==> src/lpb_pkg.sv <==
/*
 Constants, register map and state encoding for the line printer buffer.
 Assumes one 125 MHz system clock and a plain register port with 5-bit addresses.
*/
package lpb_pkg;

   // Geometry
   localparam int NUM_COLUMNS = 120;
   localparam int TAB_SOCKETS = 15;
   localparam logic [6:0] POS_FIRST = 7'h01;
   localparam logic [6:0] POS_LAST_FULL = 7'h78;
   localparam logic [6:0] POS_EOL = 7'h79;
   localparam logic [6:0] ROWS_LAST = 7'h3f;
   localparam logic [3:0] TAB_SIXTEENTH = 4'hf;

   // Character codes
   localparam logic [5:0] CODE_MASTER_SPACE = 6'h00;
   localparam logic [5:0] CODE_NOP_A = 6'h01;
   localparam logic [5:0] CODE_NOP_B = 6'h02;
   localparam logic [5:0] CODE_TAB = 6'h03;
   localparam logic [5:0] CODE_CR = 6'h04;
   localparam logic [5:0] CODE_SPACE = 6'h05;
   localparam logic [5:0] CODE_STOP = 6'h2f;
   localparam logic [5:0] CODE_NOP_C = 6'h3f;

   // Modes
   localparam logic [1:0] MODE_AUTO = 2'h0;
   localparam logic [1:0] MODE_PROG = 2'h1;
   localparam logic [1:0] MODE_VERB = 2'h2;

   // Feed amounts
   localparam logic [6:0] FEED_SINGLE = 7'h01;
   localparam logic [6:0] FEED_DOUBLE = 7'h02;

   // Register offsets
   localparam logic [4:0] ADDR_CTRL = 5'h00;
   localparam logic [4:0] ADDR_LINE_LEN = 5'h01;
   localparam logic [4:0] ADDR_PAGE = 5'h02;
   localparam logic [4:0] ADDR_STATUS = 5'h03;
   localparam logic [4:0] ADDR_POSITION = 5'h04;
   localparam logic [4:0] ADDR_TAB_BASE = 5'h10;

   // Field positions
   localparam int CTRL_DOUBLE_BIT = 2;
   localparam int PAGE_EXTRA_LSB = 6;
   localparam int STAT_ALARM_BIT = 8;
   localparam int STAT_STOP_BIT = 9;
   localparam int STAT_FEED_BIT = 10;
   localparam int POSN_TAB_LSB = 8;
   localparam int POSN_LINE_LSB = 16;
   localparam int POSN_ROW_LSB = 24;

   // Reset values
   localparam logic [1:0] MODE_RESET = 2'h0;
   localparam logic DOUBLE_RESET = 1'b0;
   localparam logic [6:0] LINE_LEN_RESET = 7'h00;
   localparam logic [5:0] PAGE_LINES_RESET = 6'h3c;
   localparam logic [1:0] PAGE_EXTRA_RESET = 2'h1;

   // Main sequence
   typedef enum logic [5:0] {
      ST_READ = 6'h01,
      ST_FEED_PRE = 6'h02,
      ST_SETTLE = 6'h04,
      ST_PRINT = 6'h08,
      ST_FEED_POST = 6'h10,
      ST_HALT = 6'h20
   } lpb_state_e;

endpackage

==> src/lpb_line_printer_buffer.sv <==
/*
 Line printer buffer: line memory, tab and code handling, drum row counting,
 hammer pattern output and paper feed control, with a small register port.
 Assumes the character stream is on clk_sys; printer pins are asynchronous.
*/
// Implementation choices: the placing of the registers and the address-and-strobe port.
`timescale 1ns/100ps
`default_nettype none

module lpb_line_printer_buffer #(
   parameter int NUM_COLUMNS = lpb_pkg::NUM_COLUMNS
) (
   // Clock and reset
   input wire logic clk_sys,
   input wire logic rst,
   // Register port
   input wire logic [4:0] reg_addr,
   input wire logic [31:0] reg_wdata,
   input wire logic reg_write,
   input wire logic reg_read,
   output logic [31:0] reg_rdata,
   // Character stream from the in-out converter
   input wire logic [5:0] char_data,
   input wire logic char_valid,
   output logic char_ready,
   // Printer and operator pins
   input wire logic drum_char_sync,
   input wire logic drum_rev_sync,
   input wire logic feed_line_pulse,
   input wire logic paper_settling,
   input wire logic manual_reset_btn,
   output logic feed_request,
   output logic [NUM_COLUMNS-1:0] hammer,
   output logic alarm
);

   // Pin synchronisers: meta stage feeds only the sync stage
   logic [4:0] pin_meta;
   logic [4:0] pin_sync;
   logic [4:0] pin_prev;
   logic char_edge;
   logic rev_edge;
   logic line_edge;
   logic settling;
   logic manual_edge;

   always_ff @(posedge clk_sys) begin
      if (rst) begin
         pin_meta <= 5'h00;
         pin_sync <= 5'h00;
         pin_prev <= 5'h00;
      end else begin
         pin_meta <= {manual_reset_btn, paper_settling, feed_line_pulse,
                      drum_rev_sync, drum_char_sync};
         pin_sync <= pin_meta;
         pin_prev <= pin_sync;
      end
   end

   // Rising edges of the synchronised pulses; settling is taken as a level
   assign char_edge = pin_sync[0] & ~pin_prev[0];
   assign rev_edge = pin_sync[1] & ~pin_prev[1];
   assign line_edge = pin_sync[2] & ~pin_prev[2];
   assign settling = pin_sync[3];
   assign manual_edge = pin_sync[4] & ~pin_prev[4];

   // Configuration registers
   logic [1:0] mode;
   logic double_feed;
   logic [6:0] line_len;
   logic [5:0] page_lines;
   logic [1:0] page_extra;
   logic [6:0] tab_plug [lpb_pkg::TAB_SOCKETS];
   logic [1:0] next_mode;
   logic next_double_feed;
   logic [6:0] next_line_len;
   logic [5:0] next_page_lines;
   logic [1:0] next_page_extra;
   logic [6:0] next_tab_plug [lpb_pkg::TAB_SOCKETS];
   logic [31:0] next_reg_rdata;

   // Main sequence state
   lpb_pkg::lpb_state_e state;
   lpb_pkg::lpb_state_e next_state;
   logic [6:0] pos;
   logic [6:0] next_pos;
   logic [3:0] tab_idx;
   logic [3:0] next_tab_idx;
   logic first_of_line;
   logic next_first_of_line;
   logic [5:0] feed_count;
   logic [5:0] next_feed_count;
   logic stop_seen;
   logic next_stop_seen;
   logic [6:0] feed_left;
   logic [6:0] next_feed_left;
   logic [6:0] line_cnt;
   logic [6:0] next_line_cnt;
   logic [6:0] rows_done;
   logic [6:0] next_rows_done;
   logic [5:0] next_char_counter;
   logic [5:0] next_next_char_counter;
   logic next_alarm;
   logic [NUM_COLUMNS-1:0] next_hammer;

   // Line memory and derived values
   logic [5:0] char_mem [NUM_COLUMNS];
   logic [NUM_COLUMNS-1:0] col_full;
   logic [NUM_COLUMNS-1:0] match;
   logic wr_en;
   logic line_clear;
   logic [6:0] wr_idx;
   logic [6:0] last_pos;
   logic [6:0] page_total;
   logic accept;
   logic programmed_feed_mode;
   logic verbatim;
   logic ctl_decode;

   // Register writes; tab sockets sit at consecutive offsets
   always_comb begin
      next_mode = mode;
      next_double_feed = double_feed;
      next_line_len = line_len;
      next_page_lines = page_lines;
      next_page_extra = page_extra;
      next_tab_plug = tab_plug;
      if (reg_write) begin
         if (reg_addr == lpb_pkg::ADDR_CTRL) begin
            next_mode = reg_wdata[1:0];
            next_double_feed = reg_wdata[lpb_pkg::CTRL_DOUBLE_BIT];
         end else if (reg_addr == lpb_pkg::ADDR_LINE_LEN) begin
            next_line_len = reg_wdata[6:0];
         end else if (reg_addr == lpb_pkg::ADDR_PAGE) begin
            next_page_lines = reg_wdata[5:0];
            next_page_extra = reg_wdata[lpb_pkg::PAGE_EXTRA_LSB +: 2];
         end else if (reg_addr[4] && reg_addr[3:0] != lpb_pkg::TAB_SIXTEENTH) begin
            next_tab_plug[reg_addr[3:0]] = reg_wdata[6:0];
         end
      end
   end

   // Read data valid only in the cycle after the strobe; unmapped reads zero
   always_comb begin
      next_reg_rdata = 32'h0000_0000;
      if (reg_read) begin
         if (reg_addr == lpb_pkg::ADDR_CTRL) begin
            next_reg_rdata[1:0] = mode;
            next_reg_rdata[lpb_pkg::CTRL_DOUBLE_BIT] = double_feed;
         end else if (reg_addr == lpb_pkg::ADDR_LINE_LEN) begin
            next_reg_rdata[6:0] = line_len;
         end else if (reg_addr == lpb_pkg::ADDR_PAGE) begin
            next_reg_rdata[5:0] = page_lines;
            next_reg_rdata[lpb_pkg::PAGE_EXTRA_LSB +: 2] = page_extra;
         end else if (reg_addr == lpb_pkg::ADDR_STATUS) begin
            next_reg_rdata[5:0] = state;
            next_reg_rdata[lpb_pkg::STAT_ALARM_BIT] = alarm;
            next_reg_rdata[lpb_pkg::STAT_STOP_BIT] = stop_seen;
            next_reg_rdata[lpb_pkg::STAT_FEED_BIT] = feed_request;
         end else if (reg_addr == lpb_pkg::ADDR_POSITION) begin
            next_reg_rdata[6:0] = pos;
            next_reg_rdata[lpb_pkg::POSN_TAB_LSB +: 4] = tab_idx;
            next_reg_rdata[lpb_pkg::POSN_LINE_LSB +: 7] = line_cnt;
            next_reg_rdata[lpb_pkg::POSN_ROW_LSB +: 6] = next_char_counter;
         end else if (reg_addr[4] && reg_addr[3:0] != lpb_pkg::TAB_SIXTEENTH) begin
            next_reg_rdata[6:0] = tab_plug[reg_addr[3:0]];
         end
      end
   end

   always_ff @(posedge clk_sys) begin
      if (rst) begin
         mode <= lpb_pkg::MODE_RESET;
         double_feed <= lpb_pkg::DOUBLE_RESET;
         line_len <= lpb_pkg::LINE_LEN_RESET;
         page_lines <= lpb_pkg::PAGE_LINES_RESET;
         page_extra <= lpb_pkg::PAGE_EXTRA_RESET;
         for (int i = 0; i < lpb_pkg::TAB_SOCKETS; i++) begin
            tab_plug[i] <= 7'h00;
         end
         reg_rdata <= 32'h0000_0000;
      end else begin
         mode <= next_mode;
         double_feed <= next_double_feed;
         line_len <= next_line_len;
         page_lines <= next_page_lines;
         page_extra <= next_page_extra;
         tab_plug <= next_tab_plug;
         reg_rdata <= next_reg_rdata;
      end
   end

   // Derived controls
   assign programmed_feed_mode = (mode == lpb_pkg::MODE_PROG);
   assign verbatim = (mode == lpb_pkg::MODE_VERB);
   // Plug value minus one is the last usable position
   assign last_pos = (line_len == 7'h00) ? lpb_pkg::POS_LAST_FULL : line_len - 7'h01;
   // Lines per page plus one to four extra feeds
   assign page_total = {1'b0, page_lines} + {5'h00, page_extra} + 7'h01;
   // Ready drops once the selector passes the end of line
   assign char_ready = (state == lpb_pkg::ST_READ) && (pos <= last_pos);
   assign accept = char_valid && char_ready;
   assign ctl_decode = !verbatim && !(programmed_feed_mode && first_of_line);
   assign wr_idx = pos - 7'h01;
   // Feed request decoded from the one-hot state register
   assign feed_request = (state == lpb_pkg::ST_FEED_PRE) || (state == lpb_pkg::ST_FEED_POST);

   // Column comparators: each column fires on its drum row
   for (genvar c = 0; c < NUM_COLUMNS; c++) begin : g_col
      assign match[c] = col_full[c] && (char_mem[c] == next_char_counter);
   end

   // Sequence next-state logic
   always_comb begin
      next_state = state;
      next_pos = pos;
      next_tab_idx = tab_idx;
      next_first_of_line = first_of_line;
      next_feed_count = feed_count;
      next_stop_seen = stop_seen;
      next_feed_left = feed_left;
      next_line_cnt = line_cnt;
      next_rows_done = rows_done;
      next_next_char_counter = next_char_counter;
      next_alarm = alarm;
      next_hammer = hammer;
      wr_en = 1'b0;
      line_clear = 1'b0;
      // Revolution pulse marks row zero and beats a character pulse
      if (rev_edge) begin
         next_next_char_counter = 6'h00;
      end else if (char_edge) begin
         next_next_char_counter = next_char_counter + 6'h01;
      end
      // Paper position wraps to zero at the top of the next page
      if (line_edge) begin
         if (line_cnt + 7'h01 >= page_total) begin
            next_line_cnt = 7'h00;
         end else begin
            next_line_cnt = line_cnt + 7'h01;
         end
      end
      // Manual reset clears the alarm; a new alarm below still wins
      if (manual_edge) begin
         next_alarm = 1'b0;
      end
      unique case (state)
         lpb_pkg::ST_READ: begin
            next_hammer = '0;
            if (pos > last_pos) begin
               // Selector ran past the end: line complete
               if (programmed_feed_mode && feed_count != 6'h00) begin
                  next_state = lpb_pkg::ST_FEED_PRE;
                  next_feed_left = {1'b0, feed_count};
               end else begin
                  next_state = lpb_pkg::ST_SETTLE;
               end
            end else if (accept) begin
               if (programmed_feed_mode && first_of_line) begin
                  next_feed_count = char_data;
                  next_first_of_line = 1'b0;
               end else if (!ctl_decode) begin
                  // Every code lands in memory, control codes included
                  wr_en = 1'b1;
                  next_pos = pos + 7'h01;
               end else begin
                  case (char_data)
                     lpb_pkg::CODE_CR: begin
                        next_pos = lpb_pkg::POS_EOL;
                     end
                     lpb_pkg::CODE_STOP: begin
                        next_pos = lpb_pkg::POS_EOL;
                        next_stop_seen = 1'b1;
                     end
                     lpb_pkg::CODE_TAB: begin
                        if (tab_idx == lpb_pkg::TAB_SIXTEENTH) begin
                           next_pos = lpb_pkg::POS_EOL;
                        end else if (tab_plug[tab_idx] == 7'h00) begin
                           next_alarm = 1'b1;
                        end else begin
                           next_pos = tab_plug[tab_idx];
                           next_tab_idx = tab_idx + 4'h1;
                        end
                     end
                     lpb_pkg::CODE_SPACE: begin
                        next_pos = pos + 7'h01;
                     end
                     lpb_pkg::CODE_MASTER_SPACE, lpb_pkg::CODE_NOP_A,
                     lpb_pkg::CODE_NOP_B, lpb_pkg::CODE_NOP_C: begin
                        next_pos = pos;
                     end
                     default: begin
                        wr_en = 1'b1;
                        next_pos = pos + 7'h01;
                     end
                  endcase
               end
            end
         end
         lpb_pkg::ST_FEED_PRE, lpb_pkg::ST_FEED_POST: begin
            next_hammer = '0;
            if (line_edge) begin
               next_feed_left = feed_left - 7'h01;
               if (feed_left <= 7'h01) begin
                  // Enough lines counted: request drops next cycle
                  if (state == lpb_pkg::ST_FEED_PRE) begin
                     next_state = lpb_pkg::ST_SETTLE;
                  end else if (stop_seen) begin
                     next_state = lpb_pkg::ST_HALT;
                  end else begin
                     next_state = lpb_pkg::ST_READ;
                  end
               end
            end
         end
         lpb_pkg::ST_SETTLE: begin
            next_hammer = '0;
            // Paper still moving: hold off the print pass
            if (!settling) begin
               next_state = lpb_pkg::ST_PRINT;
               next_rows_done = 7'h00;
            end
         end
         lpb_pkg::ST_PRINT: begin
            if (char_edge && rows_done > lpb_pkg::ROWS_LAST) begin
               // Pulse after the 64th row: the last row has had its full
               // strike, so the feed never starts under a live hammer
               next_hammer = '0;
               line_clear = 1'b1;
               next_pos = lpb_pkg::POS_FIRST;
               next_tab_idx = 4'h0;
               next_first_of_line = 1'b1;
               next_feed_count = 6'h00;
               next_state = lpb_pkg::ST_FEED_POST;
               if (stop_seen) begin
                  next_feed_left = page_total - line_cnt;
               end else if (verbatim) begin
                  next_feed_left = lpb_pkg::FEED_DOUBLE;
               end else if (programmed_feed_mode) begin
                  next_state = lpb_pkg::ST_READ;
               end else if (double_feed) begin
                  next_feed_left = lpb_pkg::FEED_DOUBLE;
               end else begin
                  next_feed_left = lpb_pkg::FEED_SINGLE;
               end
            end else if (char_edge) begin
               next_hammer = match;
               next_rows_done = rows_done + 7'h01;
            end
         end
         lpb_pkg::ST_HALT: begin
            next_hammer = '0;
            if (manual_edge) begin
               next_state = lpb_pkg::ST_READ;
               next_stop_seen = 1'b0;
            end
         end
      endcase
   end

   always_ff @(posedge clk_sys) begin
      if (rst) begin
         state <= lpb_pkg::ST_READ;
         pos <= lpb_pkg::POS_FIRST;
         tab_idx <= 4'h0;
         first_of_line <= 1'b1;
         feed_count <= 6'h00;
         stop_seen <= 1'b0;
         feed_left <= 7'h00;
         line_cnt <= 7'h00;
         rows_done <= 7'h00;
         next_char_counter <= 6'h00;
         alarm <= 1'b0;
         hammer <= '0;
      end else begin
         state <= next_state;
         pos <= next_pos;
         tab_idx <= next_tab_idx;
         first_of_line <= next_first_of_line;
         feed_count <= next_feed_count;
         stop_seen <= next_stop_seen;
         feed_left <= next_feed_left;
         line_cnt <= next_line_cnt;
         rows_done <= next_rows_done;
         next_char_counter <= next_next_char_counter;
         alarm <= next_alarm;
         hammer <= next_hammer;
      end
   end

   // Line memory; occupancy bits keep empty columns from firing
   always_ff @(posedge clk_sys) begin
      if (wr_en) begin
         char_mem[wr_idx] <= char_data;
      end
   end

   always_ff @(posedge clk_sys) begin
      if (rst || line_clear) begin
         col_full <= '0;
      end else if (wr_en) begin
         col_full[wr_idx] <= 1'b1;
      end
   end

   // Checks on the sequence
   AST_FEED_AFTER_PRINT: assert property (@(posedge clk_sys) disable iff (rst)
      $rose(feed_request) |->
      ($past(state) == lpb_pkg::ST_PRINT && $past(rows_done) > lpb_pkg::ROWS_LAST) ||
      ($past(state) == lpb_pkg::ST_READ && $past(programmed_feed_mode)))
      else $error("feed request rose before the line was done");

   AST_SETTLE_HOLDS_PRINT: assert property (@(posedge clk_sys) disable iff (rst)
      (state == lpb_pkg::ST_SETTLE && settling) |=> (state != lpb_pkg::ST_PRINT))
      else $error("print started while paper settling");

   AST_ROW_COUNT: assert property (@(posedge clk_sys) disable iff (rst)
      (char_edge && !rev_edge) |=> (next_char_counter == $past(next_char_counter) + 6'h01))
      else $error("row counter did not advance");

   AST_REV_ALIGN: assert property (@(posedge clk_sys) disable iff (rst)
      rev_edge |=> (next_char_counter == 6'h00))
      else $error("revolution pulse did not realign row counter");

   AST_TAB_SIXTEEN: assert property (@(posedge clk_sys) disable iff (rst)
      (accept && ctl_decode && char_data == lpb_pkg::CODE_TAB && tab_idx == 4'hf)
      |=> (pos == lpb_pkg::POS_EOL) ##1 (state != lpb_pkg::ST_READ))
      else $error("sixteenth tab did not end the line");

   AST_EMPTY_TAB: assert property (@(posedge clk_sys) disable iff (rst)
      (accept && ctl_decode && char_data == lpb_pkg::CODE_TAB && tab_idx != 4'hf
       && tab_plug[tab_idx] == 7'h00) |=> alarm && $stable(pos))
      else $error("empty tab socket did not raise alarm");

   AST_SPACE_STEP: assert property (@(posedge clk_sys) disable iff (rst)
      (accept && ctl_decode && char_data == lpb_pkg::CODE_SPACE)
      |-> !wr_en ##1 (pos == $past(pos) + 7'h01))
      else $error("space did not advance the selector");

   AST_CR_ENDS_READ: assert property (@(posedge clk_sys) disable iff (rst)
      (accept && ctl_decode && char_data == lpb_pkg::CODE_CR) |=> !char_ready ##1
      (state == lpb_pkg::ST_SETTLE || state == lpb_pkg::ST_FEED_PRE))
      else $error("carriage return did not end read-in");

   AST_HALT_WAITS: assert property (@(posedge clk_sys) disable iff (rst)
      (state == lpb_pkg::ST_HALT && !manual_edge) |=> (state == lpb_pkg::ST_HALT) && !feed_request)
      else $error("halt left without manual reset");

   AST_FEED_END: assert property (@(posedge clk_sys) disable iff (rst)
      (feed_request && line_edge && feed_left <= 7'h01) |=> !feed_request)
      else $error("feed request held past the counted lines");

endmodule

`default_nettype wire

==> config.mk <==
export PLATFORM = sky130hd
export DESIGN_NAME = lpb_line_printer_buffer
export DESIGN_NICKNAME = d
export VERILOG_FILES = /design/src/lpb_pkg.sv /design/src/lpb_line_printer_buffer.sv
export SDC_FILE = /design/constraint.sdc
export NUM_CORES = 2
export LEC_CHECK = 0
export BUFFER_PORTS_ARGS = -buffer_cell sky130_fd_sc_hd__buf_2
export CAP_MARGIN = 30
export CORE_MARGIN = 10
export CORE_UTILIZATION = 66
export DETAILED_ROUTE_END_ITERATION = 10
export PLACE_DENSITY = 0.83
export SKIP_CTS_REPAIR_TIMING = 1
export SLEW_MARGIN = 20
export SYNTH_ARGS = -nofsm -noshare
export SYNTH_HDL_FRONTEND = slang
export SYNTH_SLANG_ARGS = --single-unit
==> constraint.sdc <==
create_clock -name clk_sys -period 9.7 [get_ports clk_sys]
set_input_delay 0.97 -clock clk_sys [delete_from_list [all_inputs] [get_ports clk_sys]]
set_output_delay 0.97 -clock clk_sys [all_outputs]
set_load 0.005 [all_outputs]
# --- After elaboration in Yosys (flattened, before gate mapping) ---
# Memory sizes are Yosys's and may differ from the RTL's.
# Index checks and enable logic that the tools add are counted.
totals:
  latchBits: 0
  input_bits: 53
  out_inout_bits: 155
  mem_bits_rw: 720
  n_memories: 1
  elab_cells: 512
  regBits: 463
  mem_bits_ro: 0
memory_table:
  columns: ["memory", "words", "width", "rd", "rd_clocked_by_memory_dff", "wr", "line", "rtl"]
  rows:
  - ["char_mem", 120, 6, 120, 0, 1, "lpb_line_printer_buffer.sv:107", "logic [5:0] char_mem [NUM_COLUMNS];"]
classes:
  div: 0
  n_eq_ne: 163
  n_lt_le_gt_ge: 10
  n_reduce_logical: 164
  add_sub_neg: 11
  bitwise_logic: 16
  multipliers: 0
  muxes: 105
  shift: 0
ops:
  columns: ["op", "n"]
  rows:
  - ["$eq A6 B6 Y1", 120]
  - ["$mux W120", 2]
  - ["$pmux W120 S2", 1]
  - ["$mux W7", 28]
  - ["$logic_and A1 B1 Y1", 129]
  - ["$or A120 B120 Y120", 1]
  - ["$bwmux W105", 1]
  - ["$mux W6", 13]
  - ["$bmux W7 S4", 2]
  - ["$pmux W7 S3", 2]
  - ["$mux W4", 9]
  - ["$mux W1", 31]
  - ["$pmux W6 S5", 1]
  - ["$add A7 B1 Y7 const B", 4]
  - ["$demux W7 S4", 1]
  - ["$pmux W7 S2", 2]
  - ["$ne A2 B2 Y1 const B", 13]
  - ["$sub A7 B1 Y7 const B", 3]
  - ["$eq A6 B2 Y1 const B", 3]
  - ["$eq A6 B3 Y1 const B", 3]
  - ["$eq A6 B6 Y1 const B", 3]
  - ["$mux W5", 3]
  - ["$reduce_or A5 Y1", 3]
  - ["$logic_not A7 Y1", 2]
  - ["54 further kinds", 89]

# --- Logic depth before layout (Yosys ltp) ---
logic_depth:
  word_depth: 13
  depth_mapped: 15
  depth_no_buf: 14

# --- Worst setup path after synthesis ---
# Ideal clock, no wire load.
synth_path:
  kind: "register -> register"
  from: "register line_len[0]"
  to: "memory char_mem[16][0], enable pin"
  path_buffers: 0
  arrival_ns: 3.058
  synth_period_minus_slack_ns: 3.408
  path_stages_with_launch: 13
  setup_slack_ns: 6.292
  setup_time_ns: 0.350
  t_required_ns: 9.350
  cell_sequence: "dfxtp_1 -> inv_1 -> ha_1 -> and3b_1 -> or2_2 -> ha_1 -> nand4_1 -> nor2_1 -> o21ba_4 -> nand3_1 -> nor3_1 -> nand2_1 -> nor2_1"
synth_between:
  elab_chain_cells: 10
  elab_cells_between_ends: 12
  classes_between: "add/sub: 1; order compare: 2; mux: 6; reduce/logical: 3"
synth_lines:
  columns: ["item", "line", "rtl"]
  rows:
  - ["start, declared", "lpb_line_printer_buffer.sv:70", "logic [6:0] line_len;"]
  - ["start signal, assigned", "lpb_line_printer_buffer.sv:175", "line_len <= lpb_pkg::LINE_LEN_RESET;"]
  - ["start signal, assigned", "lpb_line_printer_buffer.sv:185", "line_len <= next_line_len;"]
  - ["$sub A7 B1 Y7 or $logic_not A7 Y1 (tied branches)", "lpb_line_printer_buffer.sv:197", "assign last_pos = (line_len == 7'h00) ? lpb_pkg::POS_LAST_FULL : line_len - 7'h01;"]
  - ["$mux W7 *", "lpb_line_printer_buffer.sv:197", null]
  - ["$le A7 B7 Y1", "lpb_line_printer_buffer.sv:201", "assign char_ready = (state == lpb_pkg::ST_READ) && (pos <= last_pos);"]
  - ["$logic_and A1 B1 Y1", "lpb_line_printer_buffer.sv:201", null]
  - ["$logic_and A1 B1 Y1", "lpb_line_printer_buffer.sv:202", "assign accept = char_valid && char_ready;"]
  - ["$mux W1", "lpb_line_printer_buffer.sv:258", "end else if (accept) begin"]
  - ["$mux W1 *", "lpb_line_printer_buffer.sv:250", "if (pos > last_pos) begin"]
  - ["$mux W1 *", "lpb_line_printer_buffer.sv:247", "unique case (state)"]
  - ["$mux W1 *", "lpb_line_printer_buffer.sv:393", "if (wr_en) begin"]
  - ["$mux W1 (implied by the code) *", "lpb_line_printer_buffer.sv:394", "char_mem[wr_idx] <= char_data;"]
  - ["end, declared", "lpb_line_printer_buffer.sv:107", null]
# Every way passes the cells marked *; elsewhere a longest branch is shown, timed or not.

# --- Worst setup path in the final report ---
layout_path:
  from: "register line_len[2]"
  to: "memory char_mem[17][0], enable pin"
# The elaborated chain is that of the path after synthesis.

==> run summary <==
CTS buffer count = 112
Fin Hold WS = 0.434 ns
xor/xnor cell area share of the yosys netlist = 0.132
Final Cycle Share = 0.478
Final nets = 4,262
Fillers = 4,728
hold path depth = 1
post-synthesis register bit count = 1,175
crit path time final = 4.64 ns
Avg Cell Area, Syn = 12.3 um^2
RSZ-0062 raised after global routing = false
largest net degree at the start of global routing = 124
share of layout cells above drive strength 1 = 0.117
number of global-route vias before repair = 32,620
Async SR Flop Fraction = 0
clk slew on worst S/H paths = 0.06 ns
MaxCap Viol Count = 0
flop2flop setup slack = 5.06 ns
Detail Route Antenna Nets = 0
Slew Viols, Final = 0
die height = 296 um
Place WS = 5.05 ns
clock power share = 0.418
routed vias/inst = 6.24
VDD IR max = 0.147 mV
final core occ = 0.736
end of the worst register-to-register path = char_mem[17][0]
FF-to-FF path depth = 11
initial detailed-routing violation count = 3,301
critical path class = reg2reg
Cells after Synth = 4,078
# rows = 101
synthesized area = 50,200 um^2
GRT Total Usage = 0.279
Synth Flop Type = edfxtp_1
diode count = 0
hold path start = pin_meta[4]
leak pwr = 19.7 nW
Post-Synth Adder-Cell Area = 0.00878
Netlist cell types = 75
Seq/Total Area, Yosys = 0.613
Power Density = 188 nW/um^2
Hold WC Path Type = reg2reg
Synth Area in Compound Gates = 0.0548
initial antenna violation count = 2
clock sinks = 1,175
crit path DAT = 4.96 ns
Clock Tree Buf Depth = 3
Final Hold Violating Endpoints = 0
CP required = 10.02 ns
Gate power share = 0.068
Post-Route Skew = 0.0425 ns
first-pass GRT wire length = 189 mm
status = finished clean
crit-path max FO = 8
dpl cells = 5,028
DRT Wirelength = 123 mm
Crit. End Element = flop
Internal Power = 8.02 mW
P_sw = 2.45 mW
hpwl dp = 71.6 mm
Startpoint Class = flop
drt first pass iters = 6
full die area = 87,400 um^2
total grt overflow = 0
worst skew pair latency = 0.70 ns
routed vias = 32,781
register share of total power = 0.514
Max Clock Freq = 216 MHz
IO Pins = 208
Post-synth EDFFs = 720
area grow syn2layout = 11.1%
RR Startpoint = line_len[2]
final std cells w/o fill = 5,251
YS warnings = 0
WL per Instance = 23.4 um
Simple-Gate Fraction of Synth Area = 0.116
core area = 75,700 um^2
GPL Wtd Cong = 0.878
switch share = 0.234
Final WS setup = 5.06 ns
Initial Util = 0.663
Final TNS setup = 0 ns
mux share of post-synthesis cell area = 0.0506
CTS tree = yes
IO Port Bufs = 176
die width = 296 um
CTS Root Cell = clkbuf_16
DR DRC count = 0
final setup vio count = 0
Slew headroom = 0.237
sink of the worst hold path = pin_sync[4]
Least-Margin Pin Slew = 1.14 ns
H-tree Lvls = 3
largest family of logic cells by synthesized area = XOR/XNOR gates
synth_stat cells (3+ instances only):
cell / instances / area [um^2]
nor4_1: 128 / 801
o21a_1: 79 / 593
a31oi_1: 6 / 37.5
nor3_1: 20 / 100
a2111oi_0: 3 / 26.3
nand3b_1: 13 / 97.6
a221oi_1: 5 / 43.8
clkbuf_1: 182 / 683
mux4_2: 50 / 1130
a21boi_0: 5 / 37.5
nor3b_1: 4 / 30.0
nand3_4: 9 / 158
a21oi_1: 217 / 1090
a21o_1: 14 / 105
a211oi_1: 9 / 67.6
and3_1: 16 / 100
ha_1: 32 / 400
nor2_1: 362 / 1360
nand2_1: 220 / 826
xor2_1: 378 / 3310
o21ai_0: 35 / 175
buf_1: 56 / 210
dfxtp_1: 455 / 9110
a22oi_1: 16 / 120
or3_1: 13 / 81.3
buf_2: 16 / 80.1
buf_4: 7 / 52.6
nor2b_1: 33 / 206
nand2b_1: 27 / 169
o31ai_1: 3 / 22.5
o2bb2ai_1: 6 / 52.6
xnor2_1: 378 / 3310
a22o_1: 7 / 61.3
and3b_1: 4 / 35.0
o22ai_1: 10 / 62.6
or2_2: 5 / 31.3
and2_1: 21 / 131
mux2i_1: 139 / 1390
inv_1: 41 / 154
o21bai_1: 3 / 22.5
edfxtp_1: 720 / 21600
nand4_1: 133 / 832
nand3_1: 154 / 771
or4_1: 3 / 22.5
worst max-delay path by stage:
stage | from | to | slack, ns
3_3_place_gp | char_data[2] | char_mem[19][0] | 5.24
3_5_place_dp | char_data[2] | char_mem[23][1] | 5.05
6_report | line_len[2] | char_mem[17][0] | 5.06
4_1_cts | line_len[2] | char_mem[23][5] | 5.11
5_1_grt | line_len[2] | char_mem[22][4] | 4.76
2_1_floorplan | line_len[0] | char_mem[16][0] | 6.29
state kept, by name, indices dropped and copies added (netlist names), 4 cells and up:
signal / count
char_mem: 720
col_full: 120
hammer: 120
tab_plug: 105
reg_rdata: 25
feed_left: 7
line_cnt: 7
line_len: 7
pos: 7
rows_done: 7
feed_count: 6
next_char_counter: 6
page_lines: 6
state: 6
pin_meta: 5
pin_sync: 5
pin_prev: 4
tab_idx: 4
cell usage in the layout, fill, tap and decap left out, types with 8 or more instances in the layout:
master / instances
nor2_1: 361
o21ai_0: 35
xnor2_1: 378
mux4_2: 50
dfxtp_1: 448
nand3b_1: 13
a211oi_1: 9
and3_1: 16
o22ai_1: 10
bufinv_16: 8
nor2b_1: 33
buf_2: 170
nand2_1: 219
clkinv_2: 20
a22oi_1: 15
a21o_1: 14
inv_1: 41
clkinv_1: 16
edfxtp_1: 720
buf_4: 59
clkbuf_16: 115
clkbuf_1: 27
nand4_1: 133
nand3_4: 9
nor4_1: 128
o21a_1: 79
ha_1: 32
xor2_1: 378
nor3_1: 19
and2_1: 21
or3_1: 13
mux2i_1: 139
nand2b_1: 26
a21oi_1: 217
clkbuf_8: 15
nand3_1: 153
routing by layer:
metal	wire length, um	GRT usage	part of all wire	vias to the layer above
met4	4350	0.111	0.035	2
met3	11600	0.0442	0.094	260
met1	47500	0.365	0.39	16136
met5	13	0	0.00011	-
li1	-	-	-	14719
met2	59400	0.462	0.48	1664
metrics by stage:
| step | total power [mW] | instance area, um^2 |
|---|---|---|
| finish | 10.5 | 55700 |
| global route | 10.7 | 55700 |
| CTS | 10.5 | 55500 |
| detailed placement | 6.18 | 51800 |
| global placement | 6.17 | 51700 |
| floorplan | 5.88 | 50200 |
power groups by stage:
stage / Clock, mW / Sequential [mW] / Combinational (mW)
floorplan: 0 / 5.47 / 0.413
global placement: 0 / 5.49 / 0.673
detailed placement: 0 / 5.49 / 0.687
CTS: 4.39 / 5.39 / 0.692
global route: 4.61 / 5.39 / 0.748
finish: 4.37 / 5.39 / 0.711
worst max-delay path, stage by stage, from the launching register on:
cell     delay (ns)
dfxtp_1        0.37
nor4_1         0.43
and3b_1        0.31
nor2_1         0.08
ha_1           0.30
nand3_1        0.16
nor2_1         0.38
o21ba_4        0.22
nand3_1        0.14
nor3_1         0.73
nand2_1        0.58
nor2_1         0.58
cell type report:
class	instances	area (um^2)	share of cell area
clock buffer	157	3190	0.0572
clock inverter	55	548	0.00984
inverter	41	154	0.00276
multi-input combinational	2604	18300	0.328
sequential	1175	30800	0.552
tap	978	1220	0.0220
timing repair buffer	241	1550	0.0279
kinds of logic after synthesis:
group | count (synthesis)
simple gates | 1173
flops | 1175
compound gates | 442
buf+inv | 305
other cells | 1
fa+ha+maj | 34
xor+xnor | 757
mux | 191
No activity file was read; power rests on OpenSTA's default activity.
